===== config.mk =====
export PLATFORM = sky130hd
export DESIGN_NAME = pbsc_top
export DESIGN_NICKNAME = d
export VERILOG_FILES = /design/src/logic/pbsc_pkg.sv /design/src/logic/pbsc_pair.sv /design/src/logic/pbsc_top.sv
export VERILOG_INCLUDE_DIRS = /design/src /design/src/logic
export SDC_FILE = /design/constraint.sdc
export NUM_CORES = 1
export LEC_CHECK = 0
export BUFFER_PORTS_ARGS = -buffer_cell sky130_fd_sc_hd__buf_2
export CAP_MARGIN = 20
export CORE_UTILIZATION = 35
export DETAILED_ROUTE_END_ITERATION = 7
export PLACE_DENSITY = 0.62
export SLEW_MARGIN = 25
export SYNTH_ARGS = -nofsm -noshare
export SYNTH_HDL_FRONTEND = slang
export SYNTH_SLANG_ARGS = --single-unit

===== constraint.sdc =====
create_clock -name clk -period 3.06 [get_ports clk]
set_input_delay 0.153 -clock clk [delete_from_list [all_inputs] [get_ports clk]]
set_output_delay 0.153 -clock clk [all_outputs]
set_load 0.02 [all_outputs]

===== src/logic/pbsc_map.svh =====
`ifndef PBSC_MAP_SVH
`define PBSC_MAP_SVH
// ==========================================
// Register offsets (byte addresses)
`define PBSC_OFF_FAIL 8'hc4
`define PBSC_OFF_CTL01 8'hc8
`define PBSC_OFF_CTL23 8'hcc
`define PBSC_OFF_CTL45 8'hd0
`define PBSC_OFF_SWBRK 8'hdc
`define PBSC_OFF_INV 8'he8
`define PBSC_OFF_STS 8'hf0
`define PBSC_OFF_CLR 8'hf4
`define PBSC_OFF_IEN 8'hf8
// ==========================================
// System-fail enable fields
`define PBSC_FAIL_LOCKUP 3
`define PBSC_FAIL_BROWNOUT 1
`define PBSC_FAIL_CLOCK 0
`define PBSC_FAIL_MASK 32'h0000_000b
// ==========================================
// Pair control fields
`define PBSC_CTL_ODD_HI 19
`define PBSC_CTL_ODD_LO 18
`define PBSC_CTL_EVEN_HI 17
`define PBSC_CTL_EVEN_LO 16
`define PBSC_CTL_SYS_LVL 15
`define PBSC_CTL_P1_LVL 13
`define PBSC_CTL_P0_LVL 12
`define PBSC_CTL_SYS_EDGE 7
`define PBSC_CTL_P1_EDGE 5
`define PBSC_CTL_P0_EDGE 4
`define PBSC_CTL_MASK 32'h000f_b0b0
// ==========================================
// Software trigger, invert and interrupt fields
`define PBSC_SW_LVL_HI 10
`define PBSC_SW_LVL_LO 8
`define PBSC_INV_P0 0
`define PBSC_INV_P1 1
`define PBSC_STS_LVL_LO 0
`define PBSC_STS_EDGE_LO 3
`define PBSC_STS_WIDTH 6
`define PBSC_RESET_VAL 32'h0000_0000
`endif


===== src/logic/pbsc_pkg.sv =====
package pbsc_pkg;
  // Bus handshake states, one-hot
  typedef enum logic [1:0] {
    PBSC_BUS_IDLE = 2'b01,
    PBSC_BUS_ACK = 2'b10
  } pbsc_bus_t;
  // Level-brake action codes
  typedef enum logic [1:0] {
    PBSC_ACT_NONE = 2'b00,
    PBSC_ACT_TRI = 2'b01,
    PBSC_ACT_LOW = 2'b10,
    PBSC_ACT_HIGH = 2'b11
  } pbsc_act_t;
endpackage


===== src/logic/pbsc_pair.sv =====
`include "pbsc_map.svh"
module pbsc_pair
  import pbsc_pkg::*;
(
  input wire logic clk,
  input wire logic rst,
  input wire logic [31:0] ctl,
  input wire logic sys_fail,
  input wire logic sys_rise,
  input wire logic p0_active,
  input wire logic p1_active,
  input wire logic p0_fall,
  input wire logic p1_fall,
  input wire logic sw_level,
  output logic edge_evt,
  output logic level_on,
  output logic [1:0] ovr,
  output logic [1:0] drv_en,
  output logic [1:0] drv_lvl
);
  logic edge_next;
  logic level_next;
  pbsc_act_t even_act;
  pbsc_act_t odd_act;

  // ==========================================
  // Source selection
  assign edge_next = (ctl[`PBSC_CTL_SYS_EDGE] & sys_rise)
    | (ctl[`PBSC_CTL_P1_EDGE] & p1_fall)
    | (ctl[`PBSC_CTL_P0_EDGE] & p0_fall);
  // Software trigger joins the level sources for one cycle
  assign level_next = (ctl[`PBSC_CTL_SYS_LVL] & sys_fail)
    | (ctl[`PBSC_CTL_P1_LVL] & p1_active)
    | (ctl[`PBSC_CTL_P0_LVL] & p0_active)
    | sw_level;
  assign even_act = pbsc_act_t'(ctl[`PBSC_CTL_EVEN_HI:`PBSC_CTL_EVEN_LO]);
  assign odd_act = pbsc_act_t'(ctl[`PBSC_CTL_ODD_HI:`PBSC_CTL_ODD_LO]);

  // Registered brake state
  always_ff @(posedge clk) begin
    if (rst) begin
      edge_evt <= 1'b0;
      level_on <= 1'b0;
    end else begin
      edge_evt <= edge_next;
      level_on <= level_next;
    end
  end

  // Forced levels, only while the level brake holds
  always_ff @(posedge clk) begin
    if (rst) begin
      ovr <= 2'b00;
      drv_en <= 2'b00;
      drv_lvl <= 2'b00;
    end else begin
      ovr[0] <= level_next & (even_act != PBSC_ACT_NONE);
      drv_en[0] <= even_act[1];
      drv_lvl[0] <= even_act == PBSC_ACT_HIGH;
      ovr[1] <= level_next & (odd_act != PBSC_ACT_NONE);
      drv_en[1] <= odd_act[1];
      drv_lvl[1] <= odd_act == PBSC_ACT_HIGH;
    end
  end
endmodule // pbsc_pair


===== src/logic/pbsc_top.sv =====
// Decided for this implementation: the Wishbone register port.
`include "pbsc_map.svh"
module pbsc_top
  import pbsc_pkg::*;
(
  input wire logic clk,
  input wire logic rst,
  input wire logic wb_cyc_i,
  input wire logic wb_stb_i,
  input wire logic wb_we_i,
  input wire logic [7:0] wb_adr_i,
  input wire logic [3:0] wb_sel_i,
  input wire logic [31:0] wb_dat_i,
  output logic [31:0] wb_dat_o,
  output logic wb_ack_o,
  input wire logic protect_unlocked,
  input wire logic lockup_detect,
  input wire logic brownout_detect,
  input wire logic clock_fail_detect,
  input wire logic fault_input_0,
  input wire logic fault_input_1,
  output logic [2:0] edge_brake,
  output logic [2:0] level_brake,
  output logic [5:0] chan_override,
  output logic [5:0] chan_drive_en,
  output logic [5:0] chan_level,
  output logic irq
);
  // ==========================================
  // Declarations
  pbsc_bus_t bus_reg;
  pbsc_bus_t bus_next;
  logic [31:0] fail_reg;
  logic [31:0] ctl_reg [3];
  logic [1:0] inv_reg;
  logic [`PBSC_STS_WIDTH-1:0] sts_reg;
  logic [`PBSC_STS_WIDTH-1:0] ien_reg;
  logic [`PBSC_STS_WIDTH-1:0] sts_set;
  logic [`PBSC_STS_WIDTH-1:0] sts_clr;
  logic [2:0] sw_lvl_reg;
  logic [31:0] wmask;
  logic [31:0] rdata;
  logic take;
  logic wr;
  logic sys_fail;
  logic sys_fail_d;
  logic sys_rise;
  logic [1:0] pin_eff;
  logic [1:0] pin_d;
  logic [1:0] pin_fall;

  // ==========================================
  // Wishbone slave
  // Request taken in idle; ack follows one cycle later
  assign take = wb_cyc_i & wb_stb_i & (bus_reg == PBSC_BUS_IDLE);
  assign wr = take & wb_we_i;
  assign wb_ack_o = bus_reg == PBSC_BUS_ACK;

  // Byte-lane mask from select lines
  always_comb begin
    for (int i = 0; i < 4; i++) begin
      wmask[i*8 +: 8] = {8{wb_sel_i[i]}};
    end
  end

  // Handshake state
  always_comb begin
    bus_next = bus_reg;
    unique case (bus_reg)
      PBSC_BUS_IDLE: begin
        if (take) begin
          bus_next = PBSC_BUS_ACK;
        end
      end
      PBSC_BUS_ACK: begin
        bus_next = PBSC_BUS_IDLE;
      end
      default: begin
        bus_next = PBSC_BUS_IDLE;
      end
    endcase
  end

  always_ff @(posedge clk) begin
    if (rst) begin
      bus_reg <= PBSC_BUS_IDLE;
    end else begin
      bus_reg <= bus_next;
    end
  end

  // Read mux; unmapped and write-only words read zero
  always_comb begin
    rdata = `PBSC_RESET_VAL;
    unique case (wb_adr_i)
      `PBSC_OFF_FAIL: rdata = fail_reg;
      `PBSC_OFF_CTL01: rdata = ctl_reg[0];
      `PBSC_OFF_CTL23: rdata = ctl_reg[1];
      `PBSC_OFF_CTL45: rdata = ctl_reg[2];
      `PBSC_OFF_INV: rdata = {30'h0, inv_reg};
      `PBSC_OFF_STS: rdata = {26'h0, sts_reg};
      `PBSC_OFF_IEN: rdata = {26'h0, ien_reg};
      default: rdata = `PBSC_RESET_VAL;
    endcase
  end

  // Read data captured with the request, held through ack
  always_ff @(posedge clk) begin
    if (rst) begin
      wb_dat_o <= `PBSC_RESET_VAL;
    end else if (take) begin
      wb_dat_o <= wb_we_i ? `PBSC_RESET_VAL : rdata;
    end
  end

  // ==========================================
  // Configuration registers
  // Fail enable is not write protected
  always_ff @(posedge clk) begin
    if (rst) begin
      fail_reg <= `PBSC_RESET_VAL;
    end else if (wr && wb_adr_i == `PBSC_OFF_FAIL) begin
      fail_reg <= (fail_reg & ~wmask)
        | (wb_dat_i & wmask & `PBSC_FAIL_MASK);
    end
  end

  // Pair control words; a locked write is acked but dropped
  always_ff @(posedge clk) begin
    if (rst) begin
      for (int p = 0; p < 3; p++) begin
        ctl_reg[p] <= `PBSC_RESET_VAL;
      end
    end else if (wr && protect_unlocked) begin
      for (int p = 0; p < 3; p++) begin
        if (wb_adr_i == `PBSC_OFF_CTL01 + 8'(p * 4)) begin
          ctl_reg[p] <= (ctl_reg[p] & ~wmask)
            | (wb_dat_i & wmask & `PBSC_CTL_MASK);
        end
      end
    end
  end

  // Fault input polarity
  always_ff @(posedge clk) begin
    if (rst) begin
      inv_reg <= 2'b00;
    end else if (wr && wb_adr_i == `PBSC_OFF_INV && wb_sel_i[0]) begin
      inv_reg <= wb_dat_i[`PBSC_INV_P1:`PBSC_INV_P0];
    end
  end

  // Software level trigger: one-cycle pulse, write protected
  always_ff @(posedge clk) begin
    if (rst) begin
      sw_lvl_reg <= 3'b000;
    end else if (wr && protect_unlocked && wb_adr_i == `PBSC_OFF_SWBRK
                 && wb_sel_i[1]) begin
      sw_lvl_reg <= wb_dat_i[`PBSC_SW_LVL_HI:`PBSC_SW_LVL_LO];
    end else begin
      sw_lvl_reg <= 3'b000;
    end
  end

  // ==========================================
  // Fault sources
  // Detector inputs are used as levels; masked before the OR
  assign sys_fail = (fail_reg[`PBSC_FAIL_LOCKUP] & lockup_detect)
    | (fail_reg[`PBSC_FAIL_BROWNOUT] & brownout_detect)
    | (fail_reg[`PBSC_FAIL_CLOCK] & clock_fail_detect);

  // Inversion before the edge detector, so a high-active fault works too
  assign pin_eff = {fault_input_1 ^ inv_reg[1], fault_input_0 ^ inv_reg[0]};

  // Edge detection history
  always_ff @(posedge clk) begin
    if (rst) begin
      sys_fail_d <= 1'b0;
      pin_d <= 2'b11;
    end else begin
      sys_fail_d <= sys_fail;
      pin_d <= pin_eff;
    end
  end

  assign sys_rise = sys_fail & ~sys_fail_d;
  assign pin_fall = pin_d & ~pin_eff;

  // ==========================================
  // Per-pair brake logic
  for (genvar p = 0; p < 3; p++) begin : g_pair
    pbsc_pair u_pair (
      .clk(clk),
      .rst(rst),
      .ctl(ctl_reg[p]),
      .sys_fail(sys_fail),
      .sys_rise(sys_rise),
      .p0_active(~pin_eff[0]),
      .p1_active(~pin_eff[1]),
      .p0_fall(pin_fall[0]),
      .p1_fall(pin_fall[1]),
      .sw_level(sw_lvl_reg[p]),
      .edge_evt(edge_brake[p]),
      .level_on(level_brake[p]),
      .ovr(chan_override[2*p +: 2]),
      .drv_en(chan_drive_en[2*p +: 2]),
      .drv_lvl(chan_level[2*p +: 2])
    );
  end

  // ==========================================
  // Interrupt status
  assign sts_set = {edge_brake, level_brake};
  assign sts_clr = (wr && wb_adr_i == `PBSC_OFF_CLR && wb_sel_i[0])
    ? wb_dat_i[`PBSC_STS_WIDTH-1:0] : 6'h00;

  // Set wins over a clear in the same cycle
  always_ff @(posedge clk) begin
    if (rst) begin
      sts_reg <= 6'h00;
    end else begin
      sts_reg <= (sts_reg & ~sts_clr) | sts_set;
    end
  end

  always_ff @(posedge clk) begin
    if (rst) begin
      ien_reg <= 6'h00;
    end else if (wr && wb_adr_i == `PBSC_OFF_IEN && wb_sel_i[0]) begin
      ien_reg <= wb_dat_i[`PBSC_STS_WIDTH-1:0];
    end
  end

  // Level output straight from the flags
  assign irq = |(sts_reg & ien_reg);
endmodule // pbsc_top


* Word level (Yosys, flattened, before mapping)
Memory sizes are Yosys's and may differ from the RTL's.
Cells that the tools add are included.
** Cells by class
- Eq/ne operators :: 17
- Mux-type cells :: 20
- Bitwise logic cells :: 74
- Reductions and logical operators :: 19
** Operators by type and width (number)
- 32-bit case mux with 7 select lines :: 1
- 32-bit AND :: 4
- 32-bit 2-to-1 mux :: 4
- 32-bit by 20-bit bitwise OR with 32-bit output :: 3
- 8-bit equality test (second input constant) :: 9
- 32-bit NOT :: 1
- 32-bit by 4-bit bitwise OR with 32-bit output :: 1
- 1-bit AND :: 31
- 20-bit AND :: 1
- 1-bit bitwise OR :: 20
- 2-bit equality test (second input constant) :: 7
- 1-bit 2-to-1 mux :: 14
- 6-bit AND :: 2
- 2-bit nonzero test :: 6
- 1-bit logical AND :: 10
- 6-bit 2-to-1 mux :: 1
- 6-bit NOT :: 1
- 6-bit bitwise OR :: 1
- 6-bit OR reduction :: 1
- 1-bit NOT :: 5
- 2-bit OR reduction :: 2
- 2-bit AND :: 1
- 2-bit by 1-bit equality test with 1-bit output (second input constant) :: 1
- 2-bit NOT :: 1
- 1-bit bitwise XOR :: 2
** Storage, ports and cells
- Register bits :: 110
- RAM bits :: 96
- Bits of input ports :: 55
- Output and inout port bits :: 58
- Logic and storage cells :: 155
- Memories kept :: 1
** Memories
- ctl_reg :: depth 3, width 32, read ports 3, clocked after Yosys merged registers in 0, write ports 3, line pbsc_top.sv:34 : logic [31:0] ctl_reg [3];

* Depth between registers and ports, before layout
- Depth in word-level cells :: 9
- Mapped depth :: 8
- Depth with buffers taken out :: 6

* Modules after synthesis
A second synthesis with hierarchy kept.
** Second synthesis, totals
- Cells, all modules :: 730
- Area, all modules :: 8425.6 µm²
** By module, submodules not included
- pbsc_top :: instances 1, cells an instance 667, area an instance 7693.6 µm²
- pbsc_pair :: instances 3, cells an instance 21, area an instance 244.0 µm²

* Worst setup path after synthesis
Ideal clock, no wire load.
- Path kind :: in2reg
- From :: input wb_adr_i[5]
- To :: memory ctl_reg[1][0] (netlist: ctl_reg[0][32]), enable pin
- Arrival time :: 1.879 ns
- Setup slack :: 0.793 ns
- Stages :: 6
- Buffers on the path :: 3
- Cell sequence :: buf_2 nor4bb_1 clkbuf_1 and2_1 clkbuf_1 a21o_1
** RTL lines
- start, declared :: line pbsc_top.sv:11 : input wire logic [7:0] wb_adr_i,
- end, declared :: line pbsc_top.sv:34

==> results_dict.tcl <==
set metrics [dict create \
    cp-end-kind "register" \
    worstPathRequired_ps 3430 \
    drt_iter0_markers 578 \
    grt_antenna_before_repair 3 \
    place_congestion 0.829 \
    ys_ff_latch 206 \
    ir_drop_uv 331 \
    synth-edff-count 96 \
    clkTransAtPathRegs_ps 60 \
    syn_nets 805 \
    track_usage 0.186 \
    r2r_setup_slack_ps 730 \
    placedCellCount 1141 \
    start_util 0.360 \
    ys_async_sr_fraction 0 \
    cts.path.max_buffers 3 \
    globalRouteOverflowTotal 0 \
    fmax_mhz 429 \
    run_status "completed" \
    worstHoldStart "fault_input_0" \
    fin_tns_setup_ps 0 \
    clk_latency_ps 510 \
    grt_first_pass_wirelength_um 35100 \
    worst_slew_pin_slew_ps 856 \
    skew_ps 10.7 \
    r2r_start "bus_reg[1]$_SDFFE_PP0N_" \
    fin_cells 1194 \
    cap_viol_max_count 0 \
    avgSynthCellArea_um2 11.3 \
    syn_inst 750 \
    period_needed_ps 2330 \
    chipWidth_um 158 \
    hpwl_um 15000 \
    cts_tree "built" \
    start_kind "register" \
    die_height_um 158 \
    synth_flop_cell "dfxtp_1" \
    fin_crit_sh 0.762 \
    largest_reg_flops 96 \
    ant_nets 0 \
    vias_per_cell 5.17 \
    slew_headroom 0.430 \
    numCtsBuffers 23 \
    clkSinkCount 206 \
    die-area_um2 24900 \
    slew_viol_final 0 \
    yosysUniqueCellTypes 47 \
    grt_max_degree 44 \
    coreArea_um2 23600 \
    synth.cell_area_um2 8490 \
    p_leak_nw 3.98 \
    core.rowCount 56 \
    first_pass_iters 7 \
    htreeDepth 1 \
    num_vias 6176 \
    drive_gt1_frac 0.194 \
    drc 0 \
    syn2layout_area_growth_pct 19.7 \
    nets 911 \
    ff_latch_area_um2 5080 \
    finalHoldViolations 0 \
    crit_start "bus_reg[1]$_SDFFE_PP0N_" \
    synth_warnings 0 \
    finalInstanceArea_um2 10200 \
    cts-root-buf "clkbuf_16" \
    placed_area_um2 9310 \
    grt_pass1_vias 6121 \
    hold_class "input pin to register" \
    port_buffers 97 \
    synth_seq_area_share 0.599 \
    fillers 2239 \
    ff2ff_path_depth 5 \
    rsz0062_at_grt "no" \
    hold_depth 3 \
    hold_end "pin_d[0]$_SDFF_PP1_" \
    cp.arrival_ps 2710 \
    crit_type "register to register" \
    multiInputGateArea_um2 3130 \
    ios 113 \
    reg2reg_to "ctl_reg[0][91]$_SDFFCE_PN0P_" \
    finalWirelength_um 22300 \
    p_per_area_nw_per_um2 591 \
    setup_viol 0 \
    routedWlPerCell_um 18.6 \
    crit_fanout 24 \
]
-- critical path, cell delays in order (launching register included) --
cell and delay [ps]:
dfxtp_1 310, and4b_1 320, nand4_1 140, or4_1 860
nor2_8 390, and2_1 180
-- metal layers --
metal,track usage,wire [µm],vias to the layer above
li1,-,-,2928
met1,0.248,9710,2960
met2,0.302,10300,248
met3,0.0402,1810,38
met4,0.0509,385,2
met5,0,9,-
-- cells by family (layout without fill, tap and decap cells) --
group / after synthesis / after routing / synth area share
buffers and inverters: 58 / 181 / 0.0354
other: 0 / 2 / 0
XOR/XNOR: 2 / 2 / 0.00206
AND/OR/NAND/NOR: 292 / 292 / 0.198
AO/OA/AOI/OAI: 172 / 172 / 0.142
multiplexers: 20 / 20 / 0.0240
flip-flops: 206 / 206 / 0.599
-- repair_timing --
action                    4_1_cts  5_1_grt
hold endpoints to repair       20        0
setup buffers                   0        0
hold buffers                    9        0
resized for setup               0        0
-- area by class of cell --
cell class,count,share of cell area
multi-input combinational,486,0.307
tap,319,0.0393
antenna,2,0.000492
sequential,206,0.500
clock inverter,8,0.00726
inverter,9,0.00332
timing repair buffer,130,0.0743
clock buffer,34,0.0678
-- cell usage after synthesis, types with 3 or more instances --
cell / count / area, µm²
a22oi_1: 4 / 30.0
edfxtp_1: 96 / 2880
a21oi_1: 45 / 225
a22o_1: 29 / 254
nor2_1: 23 / 86.3
o21ai_0: 33 / 165
a311oi_1: 8 / 70.1
nand2_1: 71 / 267
o211ai_1: 10 / 75.1
and2_1: 111 / 694
inv_1: 9 / 33.8
buf_4: 7 / 52.6
nor2b_1: 11 / 68.8
a222oi_1: 20 / 200
o21a_1: 6 / 45.0
nor3_1: 3 / 15.0
mux2i_1: 17 / 170
nand4_1: 4 / 25.0
nor2_8: 3 / 60.1
buf_2: 15 / 75.1
buf_6: 5 / 56.3
nand3_1: 12 / 60.1
mux2_2: 3 / 33.8
clkbuf_1: 20 / 75.1
nand2b_1: 33 / 206
a221oi_1: 9 / 78.8
and3_1: 8 / 50.1
dfxtp_1: 110 / 2200
-- report_power, final --
group	leakage (nW)	switching [mW]	internal (mW)
Clock	0.380	1.10	1.65
Sequential	1.88	0.0398	2.94
Combinational	1.72	0.188	0.0965
-- layout by cell type (no fill, tap or decap), drive strengths merged, types with 9 or more instances in the layout --
master and instances:
mux2i 17, buf 121, and2 111, clkbuf 34
a21oi 45, nand3 12, nor2 27, nor2b 11
a22o 29, edfxtp 96, nand2b 33, o21ai 33
a221oi 9, nand2 71, dfxtp 110, dlygate4sd3 9
o211ai 10, inv 11, a222oi 20
-- stage by stage --
stage / setup WS [ps] / utilization / hold slack [ps] / total power, mW
6_report: 728 / 0.431 / 32.9 / 6.01
5_1_grt: 619 / 0.431 / 39.7 / 6.21
4_1_cts: 730 / 0.430 / 21.4 / 6.06
3_5_place_dp: 719 / 0.394 / 373 / 3.31
3_3_place_gp: 767 / 0.394 / 366 / 3.31
2_1_floorplan: 793 / - / 262 / 3.18
-- how the worst max path moves through the flow --
stage / to / slack, ps / cells after the start
after floorplan: ctl_reg[0][32]$_SDFFCE_PN0P_ / 790 / 6
after global placement: ctl_reg[0][26]$_SDFFCE_PN0P_ / 770 / 6
after detailed placement: ctl_reg[0][94]$_SDFFCE_PN0P_ / 720 / 5
after CTS: ctl_reg[0][26]$_SDFFCE_PN0P_ / 730 / 5
after global routing: wb_dat_o[22]$_SDFFE_PP0N_ / 620 / 6
final: ctl_reg[0][91]$_SDFFCE_PN0P_ / 730 / 5
Power figures use the tool's default switching activity.
